### src/core/nfc_pkg.sv
// Purpose: constants and types of the filter coefficient / nvm register bank
// Assumes: register index times four is the apb byte address
// Notes:   all timing counts derive from the 250 MHz clock
package nfc_pkg;
    localparam int          ENTRIES          = 12;
    localparam logic [7:0]  IDX_CHECKSUM     = 8'h2B;
    localparam logic [7:0]  IDX_NVM_CONTROL  = 8'h40;
    localparam logic [7:0]  IDX_BP_A2_HIGH   = 8'h41;
    localparam logic [7:0]  IDX_BP_A2_LOW    = 8'h42;
    localparam logic [7:0]  IDX_BP_A3_HIGH   = 8'h43;
    localparam logic [7:0]  IDX_BP_A3_LOW    = 8'h44;
    localparam logic [7:0]  IDX_BP_B1_HIGH   = 8'h45;
    localparam logic [7:0]  IDX_BP_B1_LOW    = 8'h46;
    localparam logic [7:0]  IDX_LP_A2_HIGH   = 8'h47;
    localparam logic [7:0]  IDX_LP_A2_LOW    = 8'h48;
    localparam logic [7:0]  IDX_LP_B1_HIGH   = 8'h49;
    localparam logic [7:0]  IDX_LP_B1_LOW    = 8'h4A;
    localparam logic [7:0]  IDX_TEST_SELECT  = 8'h4B;
    localparam logic [7:0]  IDX_IRQ_STATUS   = 8'h50;
    localparam logic [7:0]  IDX_IRQ_MASK     = 8'h51;
    // entry order of the image kept in nvm
    localparam logic [7:0]  ENTRY_INDEX [ENTRIES] = '{
        IDX_CHECKSUM, IDX_BP_A2_HIGH, IDX_BP_A2_LOW, IDX_BP_A3_HIGH, IDX_BP_A3_LOW,
        IDX_BP_B1_HIGH, IDX_BP_B1_LOW, IDX_LP_A2_HIGH, IDX_LP_A2_LOW,
        IDX_LP_B1_HIGH, IDX_LP_B1_LOW, IDX_TEST_SELECT};
    localparam logic [7:0]  ENTRY_WMASK [ENTRIES] = '{
        8'hFF, 8'hFF, 8'hFF, 8'hFF, 8'hFF, 8'hFF, 8'hFF, 8'h7F, 8'hFF, 8'h7F, 8'hFF, 8'hEF};
    localparam logic [7:0]  ENTRY_RESET      = 8'h00;
    localparam int          E_LP_A2_HIGH     = 7;
    localparam int          E_LP_B1_HIGH     = 9;
    localparam int          E_TEST_SELECT    = 11;
    // nvm_control fields
    localparam int          CTL_PROGRAM      = 0;
    localparam int          CTL_RELOAD       = 1;
    localparam int          CTL_SUCCESS      = 2;
    localparam int          CTL_UNLOCK_LSB   = 3;
    localparam int          CTL_DUMP         = 7;
    localparam logic [3:0]  UNLOCK_CODE      = 4'hD;
    // test_signal_select fields
    localparam int          TS_SAMPLE_SEL    = 3;
    localparam int          TS_SOURCE_LSB    = 0;
    // interrupt status / mask bits
    localparam int          IRQ_WIDTH        = 3;
    localparam int          IRQ_PROGRAM_OK   = 0;
    localparam int          IRQ_PROGRAM_FAIL = 1;
    localparam int          IRQ_RELOAD_DONE  = 2;
    // timing
    localparam int          CLOCK_PERIOD_PS  = 4000;
    localparam int          SAMPLE_8BIT_NS   = 1000;
    localparam int          SAMPLE_12BIT_NS  = 2000;
    localparam int          PROGRAM_NS       = 8000;
    localparam int          CNT_WIDTH        = 11;
    localparam logic [CNT_WIDTH-1:0] SAMPLE_8BIT_CYCLES  =
        CNT_WIDTH'(SAMPLE_8BIT_NS * 1000 / CLOCK_PERIOD_PS);
    localparam logic [CNT_WIDTH-1:0] SAMPLE_12BIT_CYCLES =
        CNT_WIDTH'(SAMPLE_12BIT_NS * 1000 / CLOCK_PERIOD_PS);
    localparam logic [CNT_WIDTH-1:0] PROGRAM_CYCLES      =
        CNT_WIDTH'((PROGRAM_NS * 1000 + CLOCK_PERIOD_PS - 1) / CLOCK_PERIOD_PS);

    typedef enum logic [2:0] {
        SRC_OFF       = 3'h0,
        SRC_LOWPASS   = 3'h1,
        SRC_RECTIFIER = 3'h2,
        SRC_BANDPASS  = 3'h3,
        SRC_CONVERTER = 3'h4
    } nfc_source_t;

    typedef enum logic [1:0] {NVM_IDLE, NVM_PROGRAM, NVM_RELOAD} nfc_nvm_state_t;

    typedef struct packed {
        logic [15:0] bp_a2;
        logic [15:0] bp_a3;
        logic [15:0] bp_b1;
        logic [15:0] lp_a2;
        logic [15:0] lp_b1;
    } nfc_coeff_t;

    typedef struct packed {
        logic       dump_enable;
        logic       sample_12bit;
        logic [2:0] source;
    } nfc_path_t;
endpackage : nfc_pkg

### src/core/nfc_regs.sv
// Purpose: apb register bank for nvm control, filter coefficients and test select
// Assumes: apb3 master, byte address = register index * 4, 12-bit address
// Notes:   one wait-free access cycle; status read clears the interrupt flags
//
// Overview of operation
// - nvm programming is accepted only while the unlock field 6:3 holds 0xD.
// - writing one to control bit 0 programs the register image into the nvm.
// - writing one to control bit 1 reloads the configuration registers from the nvm; here only when bit 0 is written zero in the same write.
// - control bit 2 reads one after a successful program and zero otherwise.
// - control bit 7 is the dump enable, writable by software and cleared by hardware.
// - an eight-bit read/write checksum register resets to zero.
// - bandpass a2, a3 and b1 are high/low byte read/write pairs resetting to zero.
// - lowpass a2 and b1 high bytes hold bits 6:0 only, bit 7 reads zero.
// - sample select zero gives 8-bit samples each 1 us, one gives 12-bit each 2 us.
// - source field 2:0 picks off, lowpass, rectifier, bandpass or converter; others idle.
//
// The implementer's own choice: register access over APB.
`timescale 1ns/1ps
`default_nettype none
module nfc_regs (
    input  wire logic               i_clock,
    input  wire logic               i_rst_b,
    input  wire logic               i_psel,
    input  wire logic               i_penable,
    input  wire logic               i_pwrite,
    input  wire logic [11:0]        i_paddr,
    input  wire logic [31:0]        i_pwdata,
    input  wire logic               i_dump_done,
    input  wire logic               i_program_fault,
    output logic [31:0]             o_prdata,
    output logic                    o_pready,
    output logic                    o_pslverr,
    output nfc_pkg::nfc_coeff_t     o_coeff,
    output nfc_pkg::nfc_path_t      o_path,
    output logic                    o_sample_strobe,
    output logic                    o_nvm_busy,
    output logic                    o_irq
);
    logic [7:0]                      cfg [nfc_pkg::ENTRIES];
    logic [7:0]                      nvm [nfc_pkg::ENTRIES];
    nfc_pkg::nfc_nvm_state_t         state;
    logic [nfc_pkg::CNT_WIDTH-1:0]   prog_count;
    logic [nfc_pkg::CNT_WIDTH-1:0]   sample_count;
    logic                            fault_seen;
    logic                            ctl_dump;
    logic [3:0]                      ctl_unlock;
    logic                            ctl_success;
    logic [nfc_pkg::IRQ_WIDTH-1:0]   irq_status;
    logic [nfc_pkg::IRQ_WIDTH-1:0]   irq_mask;
    logic [nfc_pkg::IRQ_WIDTH-1:0]   irq_event;
    logic [9:0]                      index;
    logic                            addr_ok;
    logic                            access;
    logic                            wr_en;
    logic                            ctl_wr;
    logic                            status_rd;
    logic                            start_program;
    logic                            refuse_program;
    logic                            start_reload;
    logic                            program_last;
    logic                            path_live;
    logic [nfc_pkg::CNT_WIDTH-1:0]   sample_last;
    logic [31:0]                     next_prdata;
    logic                            next_pslverr;

    assign index    = i_paddr[11:2];
    assign access   = i_psel && i_penable && o_pready;
    assign wr_en    = access && i_pwrite && !o_pslverr;
    assign ctl_wr   = wr_en && index == {2'b00, nfc_pkg::IDX_NVM_CONTROL};
    assign status_rd = access && !i_pwrite && !o_pslverr
                       && index == {2'b00, nfc_pkg::IDX_IRQ_STATUS};
    assign program_last = state == nfc_pkg::NVM_PROGRAM
                          && prog_count == nfc_pkg::PROGRAM_CYCLES - 1'b1;
    // triggers are ignored while an nvm operation is running
    assign start_program  = ctl_wr && i_pwdata[nfc_pkg::CTL_PROGRAM]
                            && state == nfc_pkg::NVM_IDLE
                            && ctl_unlock == nfc_pkg::UNLOCK_CODE;
    assign refuse_program = ctl_wr && i_pwdata[nfc_pkg::CTL_PROGRAM]
                            && state == nfc_pkg::NVM_IDLE
                            && ctl_unlock != nfc_pkg::UNLOCK_CODE;
    assign start_reload   = ctl_wr && i_pwdata[nfc_pkg::CTL_RELOAD]
                            && !i_pwdata[nfc_pkg::CTL_PROGRAM]
                            && state == nfc_pkg::NVM_IDLE;
    assign irq_event = {state == nfc_pkg::NVM_RELOAD,
                        refuse_program || (program_last && (fault_seen || i_program_fault)),
                        program_last && !(fault_seen || i_program_fault)};

    // per-entry storage, nvm image and its copy paths
    for (genvar g = 0; g < nfc_pkg::ENTRIES; g++) begin : g_entry
        always_ff @(posedge i_clock or negedge i_rst_b) begin
            if (!i_rst_b) begin
                cfg[g] <= nfc_pkg::ENTRY_RESET;
            end else if (state == nfc_pkg::NVM_RELOAD) begin
                cfg[g] <= nvm[g] & nfc_pkg::ENTRY_WMASK[g];
            end else if (wr_en && index == {2'b00, nfc_pkg::ENTRY_INDEX[g]}) begin
                cfg[g] <= i_pwdata[7:0] & nfc_pkg::ENTRY_WMASK[g];
            end
        end
        // blank cells read as zero after reset
        always_ff @(posedge i_clock or negedge i_rst_b) begin
            if (!i_rst_b) begin
                nvm[g] <= nfc_pkg::ENTRY_RESET;
            end else if (program_last && !(fault_seen || i_program_fault)) begin
                nvm[g] <= cfg[g];
            end
        end
    end

    // nvm sequencer
    always_ff @(posedge i_clock or negedge i_rst_b) begin
        if (!i_rst_b) begin
            state      <= nfc_pkg::NVM_IDLE;
            prog_count <= '0;
            fault_seen <= 1'b0;
        end else begin
            unique case (state)
                nfc_pkg::NVM_IDLE: begin
                    prog_count <= '0;
                    fault_seen <= 1'b0;
                    if (start_program) begin
                        state <= nfc_pkg::NVM_PROGRAM;
                    end else if (start_reload) begin
                        state <= nfc_pkg::NVM_RELOAD;
                    end
                end
                nfc_pkg::NVM_PROGRAM: begin
                    prog_count <= prog_count + 1'b1;
                    fault_seen <= fault_seen || i_program_fault;
                    if (program_last) begin
                        state <= nfc_pkg::NVM_IDLE;
                    end
                end
                nfc_pkg::NVM_RELOAD: begin
                    state <= nfc_pkg::NVM_IDLE;
                end
            endcase
        end
    end

    // control register fields other than the triggers
    always_ff @(posedge i_clock or negedge i_rst_b) begin
        if (!i_rst_b) begin
            ctl_dump    <= 1'b0;
            ctl_unlock  <= 4'h0;
            ctl_success <= 1'b0;
        end else begin
            if (ctl_wr) begin
                ctl_dump   <= i_pwdata[nfc_pkg::CTL_DUMP];
                ctl_unlock <= i_pwdata[nfc_pkg::CTL_UNLOCK_LSB +: 4];
            end else if (i_dump_done) begin
                ctl_dump <= 1'b0;
            end
            if (start_program) begin
                ctl_success <= 1'b0;
            end else if (program_last) begin
                ctl_success <= !(fault_seen || i_program_fault);
            end
        end
    end

    // interrupt flags: a new event outranks the read that clears
    always_ff @(posedge i_clock or negedge i_rst_b) begin
        if (!i_rst_b) begin
            irq_status <= '0;
            irq_mask   <= '0;
            o_irq      <= 1'b0;
        end else begin
            irq_status <= (status_rd ? '0 : irq_status) | irq_event;
            if (wr_en && index == {2'b00, nfc_pkg::IDX_IRQ_MASK}) begin
                irq_mask <= i_pwdata[nfc_pkg::IRQ_WIDTH-1:0];
            end
            o_irq <= |(irq_status & irq_mask);
        end
    end

    // sample strobe for the selected data path
    assign path_live = cfg[nfc_pkg::E_TEST_SELECT][2:0] >= 3'(nfc_pkg::SRC_LOWPASS)
                    && cfg[nfc_pkg::E_TEST_SELECT][2:0] <= 3'(nfc_pkg::SRC_CONVERTER);
    assign sample_last = cfg[nfc_pkg::E_TEST_SELECT][nfc_pkg::TS_SAMPLE_SEL]
                         ? nfc_pkg::SAMPLE_12BIT_CYCLES - 1'b1
                         : nfc_pkg::SAMPLE_8BIT_CYCLES - 1'b1;
    always_ff @(posedge i_clock or negedge i_rst_b) begin
        if (!i_rst_b) begin
            sample_count    <= '0;
            o_sample_strobe <= 1'b0;
        end else if (!path_live) begin
            sample_count    <= '0;
            o_sample_strobe <= 1'b0;
        end else if (sample_count >= sample_last) begin
            sample_count    <= '0;
            o_sample_strobe <= 1'b1;
        end else begin
            sample_count    <= sample_count + 1'b1;
            o_sample_strobe <= 1'b0;
        end
    end

    // read mux, captured in the setup cycle
    always_comb begin
        next_prdata  = 32'h0000_0000;
        next_pslverr = 1'b0;
        addr_ok      = 1'b0;
        for (int k = 0; k < nfc_pkg::ENTRIES; k++) begin
            if (index == {2'b00, nfc_pkg::ENTRY_INDEX[k]}) begin
                next_prdata[7:0] = cfg[k];
                addr_ok          = 1'b1;
            end
        end
        if (index == {2'b00, nfc_pkg::IDX_NVM_CONTROL}) begin
            next_prdata[7:0] = {ctl_dump, ctl_unlock, ctl_success,
                                state == nfc_pkg::NVM_RELOAD,
                                state == nfc_pkg::NVM_PROGRAM};
            addr_ok          = 1'b1;
        end else if (index == {2'b00, nfc_pkg::IDX_IRQ_STATUS}) begin
            next_prdata[nfc_pkg::IRQ_WIDTH-1:0] = irq_status;
            addr_ok                             = 1'b1;
        end else if (index == {2'b00, nfc_pkg::IDX_IRQ_MASK}) begin
            next_prdata[nfc_pkg::IRQ_WIDTH-1:0] = irq_mask;
            addr_ok                             = 1'b1;
        end
        if (!addr_ok) begin
            next_pslverr = 1'b1;
            next_prdata  = 32'h0000_0000;
        end
    end

    always_ff @(posedge i_clock or negedge i_rst_b) begin
        if (!i_rst_b) begin
            o_pready  <= 1'b0;
            o_pslverr <= 1'b0;
            o_prdata  <= 32'h0000_0000;
        end else begin
            o_pready  <= i_psel && !i_penable;
            o_pslverr <= i_psel && !i_penable && next_pslverr;
            o_prdata  <= (i_psel && !i_penable && !i_pwrite) ? next_prdata : 32'h0000_0000;
        end
    end

    always_ff @(posedge i_clock or negedge i_rst_b) begin
        if (!i_rst_b) begin
            o_nvm_busy <= 1'b0;
        end else begin
            o_nvm_busy <= start_program || start_reload
                          || (state == nfc_pkg::NVM_PROGRAM && !program_last);
        end
    end

    assign o_coeff = {cfg[1], cfg[2], cfg[3], cfg[4], cfg[5], cfg[6],
                      cfg[7], cfg[8], cfg[9], cfg[10]};
    assign o_path  = {ctl_dump, cfg[nfc_pkg::E_TEST_SELECT][nfc_pkg::TS_SAMPLE_SEL],
                      cfg[nfc_pkg::E_TEST_SELECT][nfc_pkg::TS_SOURCE_LSB +: 3]};

    // independent watch on program length, apart from the sequencer's own counter
    logic [nfc_pkg::CNT_WIDTH:0]     prog_watch;
    always_ff @(posedge i_clock or negedge i_rst_b) begin
        if (!i_rst_b) begin
            prog_watch <= '0;
        end else if (state == nfc_pkg::NVM_PROGRAM) begin
            prog_watch <= prog_watch + 1'b1;
        end else begin
            prog_watch <= '0;
        end
    end
endmodule : nfc_regs
`default_nettype wire

### config.mk
export PLATFORM = sky130hd
export DESIGN_NAME = nfc_regs
export DESIGN_NICKNAME = d
export VERILOG_FILES = /design/src/core/nfc_pkg.sv /design/src/core/nfc_regs.sv
export SDC_FILE = /design/constraint.sdc
export NUM_CORES = 1
export LEC_CHECK = 0
export BUFFER_PORTS_ARGS = -buffer_cell sky130_fd_sc_hd__buf_4
export CAP_MARGIN = 20
export CORE_MARGIN = 5
export CORE_UTILIZATION = 52
export DETAILED_ROUTE_END_ITERATION = 16
export PLACE_DENSITY_LB_ADDON = 0.12
export SETUP_SLACK_MARGIN = 0.1
export SLEW_MARGIN = 10
export SYNTH_ARGS = -nofsm -noshare
export SYNTH_HDL_FRONTEND = slang
export SYNTH_SLANG_ARGS = --single-unit
### constraint.sdc
create_clock -name i_clock -period 1.97 [get_ports i_clock]
set_clock_uncertainty 0.05 [all_clocks]
set_input_delay 0.0985 -clock i_clock [delete_from_list [all_inputs] [get_ports i_clock]]
set_output_delay 0.0985 -clock i_clock [all_outputs]
set_load 0.05 [all_outputs]
==> results.py <==
metrics = {
    "status": {
        "status": "complete, no violations",
    },
    "worst_setup_path": {
        "crit_family": "buffers and inverters",
        "slowest_delay_ps": 370,
        "worstPathRequired_ps": 2390,
        "worst-path-buf-inv": 4,
        "crit_path_top_delay_cell": "dfrtp_1",
        "crit_path_start_kind": "flip-flop",
        "crit_start": "prog_count[0]",
        "worstReg2RegStart": "prog_count[0]",
        "path_cells": "ha_2, nand4_1, nor4_2, buf_4, nand2_4, nor3_4, buf_12, buf_12, clkbuf_16, nand2_1, nand2_1",
        "worstSetupPathType": "reg -> reg",
        "cp_max_fo": 6,
        "worstPathArrival_ps": 2370,
        "cp-end-kind": "flip-flop",
    },
    "grt": {
        "grtUsageTotal_pct": 26.5,
        "grt_pass1_wl_um": 55200,
        "grt_max_degree": 73,
        "antenna_found_initial": 0,
        "overflow": 0,
        "grt_pass1_vias": 9536,
    },
    "final_layout": {
        "post-route-cell-area_um2": 15800,
        "n_antenna_cell": 0,
        "layout-drive-gt1-share_pct": 31.6,
        "multiInputGateArea_um2": 5880,
        "syn2layout_area_growth_pct": 28.8,
        "fin_nets": 1513,
        "fin_util_pct": 67.8,
        "regArea_um2": 5910,
        "fillCellCount": 1843,
    },
    "sta": {
        "final.min_clock_period_ps": 1950,
        "setup_violations": 0,
        "maxSlewHeadroom_pct": 65.8,
        "drv_slew": 0,
        "rsz0062_at_grt": "yes",
        "max_freq_mhz": 513,
        "timing.final.hold_violations": 0,
        "timing.hold.ws_ps": 45.7,
        "worstMarginPinSlew_ps": 513,
        "period_share_pct": 99.0,
    },
    "synthesis": {
        "synth-compound-area-share_pct": 10.1,
        "ys_top_cells_by_count": "394 x nand2_1, 236 x dfrtp_1, 111 x buf_4, 100 x mux2i_1, 95 x o21ai_0",
        "synth.ff_latch_count": 236,
        "avgSynthCellArea_um2": 9.24,
        "synthSimpleGateAreaFrac_pct": 19.9,
        "synth_seq_area_share_pct": 48.1,
        "netlist.area_leader.share_pct": 48.1,
        "muxShareOfSynthArea_pct": 10.4,
        "synth-edff-count": 0,
        "ys.flop_type": "dfrtp_1",
        "ys_top_cells_by_area": "dfrtp_1 48%, nand2_1 12%, mux2i_1 8.2%",
        "synth_most_common_cell": "nand2_1",
        "synthAdderAreaFrac_pct": 0.815,
        "synthArstFlopShare_pct": 100,
        "syn_inst": 1329,
        "netlist_area_um2": 12300,
        "ys.warnings.count": 0,
        "synth_xor_area_share_pct": 1.21,
        "synth_top_cell_by_area": "dfrtp_1",
        "synth_cell_types": 70,
        "synth_top_family_by_area": "simple AND/OR/NAND/NOR gates",
    },
    "routing": {
        "vias": 9936,
        "postRouteAntennaNets": 0,
        "first_pass_iters": 5,
        "wl_per_cell_um": 21.1,
        "drt_iter0_markers": 843,
        "drt-total-wl_um": 37800,
        "via_per_inst": 5.54,
        "route.detailed.drc": 0,
    },
    "clocking": {
        "ctsHtreeMaxLevel": 1,
        "clockBufferDepth": 3,
        "numCtsBuffers": 26,
        "clock-root-buffer": "clkbuf_16",
        "cts_sinks": 236,
        "clk_pin_slew_worst_paths_ps": 60,
        "insertion_delay_ps": 530,
        "cts_tree": "yes",
    },
    "floorplanning": {
        "rows": 56,
        "core_area_um2": 23300,
        "ios": 173,
        "start_util_pct": 52.6,
        "die_h_um": 164,
        "dieWidth_um": 164,
        "die_area_um2": 26800,
    },
    "pwr": {
        "powerDensity_nw_per_um2": 739,
        "leakage_nw": 7.60,
        "ir_drop_mv": 0.522,
    },
    "placement": {
        "gp_congestion": 0.931,
        "place_area_um2": 13600,
        "hpwl_um": 23300,
        "port_buffers": 120,
    },
    "worst_hold_path": {
        "min_from": "i_paddr[10]",
        "worstHoldPathType": "in -> reg",
    },
    "job": {
        "maxCapViolations": 0,
    },
}
## cell families (layout without fill, tap and decap cells)
| group | after synthesis | count (layout) |
|---|---|---|
| flip-flops | 236 | 236 |
| XOR/XNOR | 17 | 17 |
| multiplexers | 120 | 120 |
| AO/OA/AOI/OAI | 211 | 211 |
| other | 1 | 27 |
| buffers and inverters | 196 | 313 |
| adder cells (fa/ha/maj) | 8 | 8 |
| AND/OR/NAND/NOR | 540 | 541 |
## flip-flops by register name (all words and copies together) (netlist names)
register / flops
state: 2
o_sample_strobe: 1
o_pslverr: 1
o_path: 4
o_prdata: 8
fault_seen: 1
irq_mask: 3
irq_status: 3
o_nvm_busy: 1
o_pready: 1
ctl_success: 1
sample_count: 11
ctl_unlock: 4
ctl_dump: 1
prog_count: 11
nvm: 93
o_coeff: 78
o_irq: 1
cfg: 11
## path summary, 6_finish.rpt
kind / slack (ps) / to / cells past startpoint
worst max-delay path: 20 / nvm[1] / 11
worst min-delay path: 50 / o_prdata[7] / 5
worst max register to register: 20 / nvm[1] / 11
worst min register to register: 410 / nvm[36] / 2
max in group asynchronous: 1090 / cfg[88] / 3
min in group asynchronous: 60 / nvm[86] / 2
## area by class of cell
type | instances | share of cell area (%)
clock buffer | 36 | 4.73
tap | 319 | 2.52
inverter | 12 | 0.285
multi-input combinational | 924 | 37.2
sequential | 236 | 37.4
clock inverter | 11 | 1.23
timing repair buffer | 254 | 16.7
## where the power goes
part	internal (W)	switching (W)
clock	0.00330	0.00200
sequential	0.00486	0.0000175
combinational	0.000407	0.00110
total	0.00857	0.00311
## worst register-to-register path, delay by kind of cell (launching register included)
kind	cells	cell delay (ps)
adder cells (fa/ha/maj)	1	190
buffers and inverters	4	680
flip-flops	1	370
AND/OR/NAND/NOR	6	620
## metal layers
metal	global-route usage, %	wire, um	up-vias
met5	0	0	-
li1	-	-	4610
met2	40.4	17400	374
met1	39.0	16800	4902
met3	5.43	2910	50
met4	6.40	719	0
## placed cells by master, fill, tap and decap left out, drive strengths merged, types with 6 or more instances in the layout
| cell type | netlist | layout |
|---|---|---|
| clkbuf | 59 | 43 |
| xor2 | 9 | 9 |
| conb | 1 | 27 |
| xnor2 | 8 | 8 |
| nand3 | 16 | 16 |
| nand2b | 10 | 11 |
| o21ai | 123 | 123 |
| a22o | 10 | 10 |
| a311oi | 6 | 6 |
| o22ai | 8 | 8 |
| nor2 | 46 | 46 |
| nand2 | 396 | 396 |
| and3 | 7 | 7 |
| a21oi | 30 | 30 |
| dlygate4sd3 | 0 | 14 |
| ha | 8 | 8 |
| inv | 12 | 12 |
| mux2 | 16 | 16 |
| dfrtp | 236 | 236 |
| a211oi | 6 | 6 |
| mux2i | 100 | 100 |
| buf | 125 | 233 |
| nor3 | 23 | 23 |
| nor2b | 7 | 7 |
| nand4 | 8 | 8 |
## what timing repair did
| item | 4_1_cts | 5_1_grt |
|---|---|---|
| pin swaps | 1 | 86 |
| endpoints found under the setup margin | 106 | 132 |
| gates resized for setup | 8 | 189 |
| setup buffers | 7 | 11 |
| endpoints found under the hold margin | 305 | 0 |
| cloned | 5 | 12 |
| hold buffers | 14 | 0 |
## per-stage QoR
| stage | total power [W] | TNS, ps | std cells | setup WS (ps) |
|---|---|---|---|---|
| after floorplan | 0.00585 | 0 | 1355 | 12.2 |
| after global placement | 0.00639 | -2100 | 1696 | -120 |
| after detailed placement | 0.00640 | -4700 | 1696 | -206 |
| after CTS | 0.0117 | 0 | 1769 | 17.5 |
| after global routing | 0.0121 | -1480 | 1792 | -51.6 |
| final | 0.0117 | 0 | 1792 | 20.4 |
Note: power is estimated with default switching activity, not from simulation.
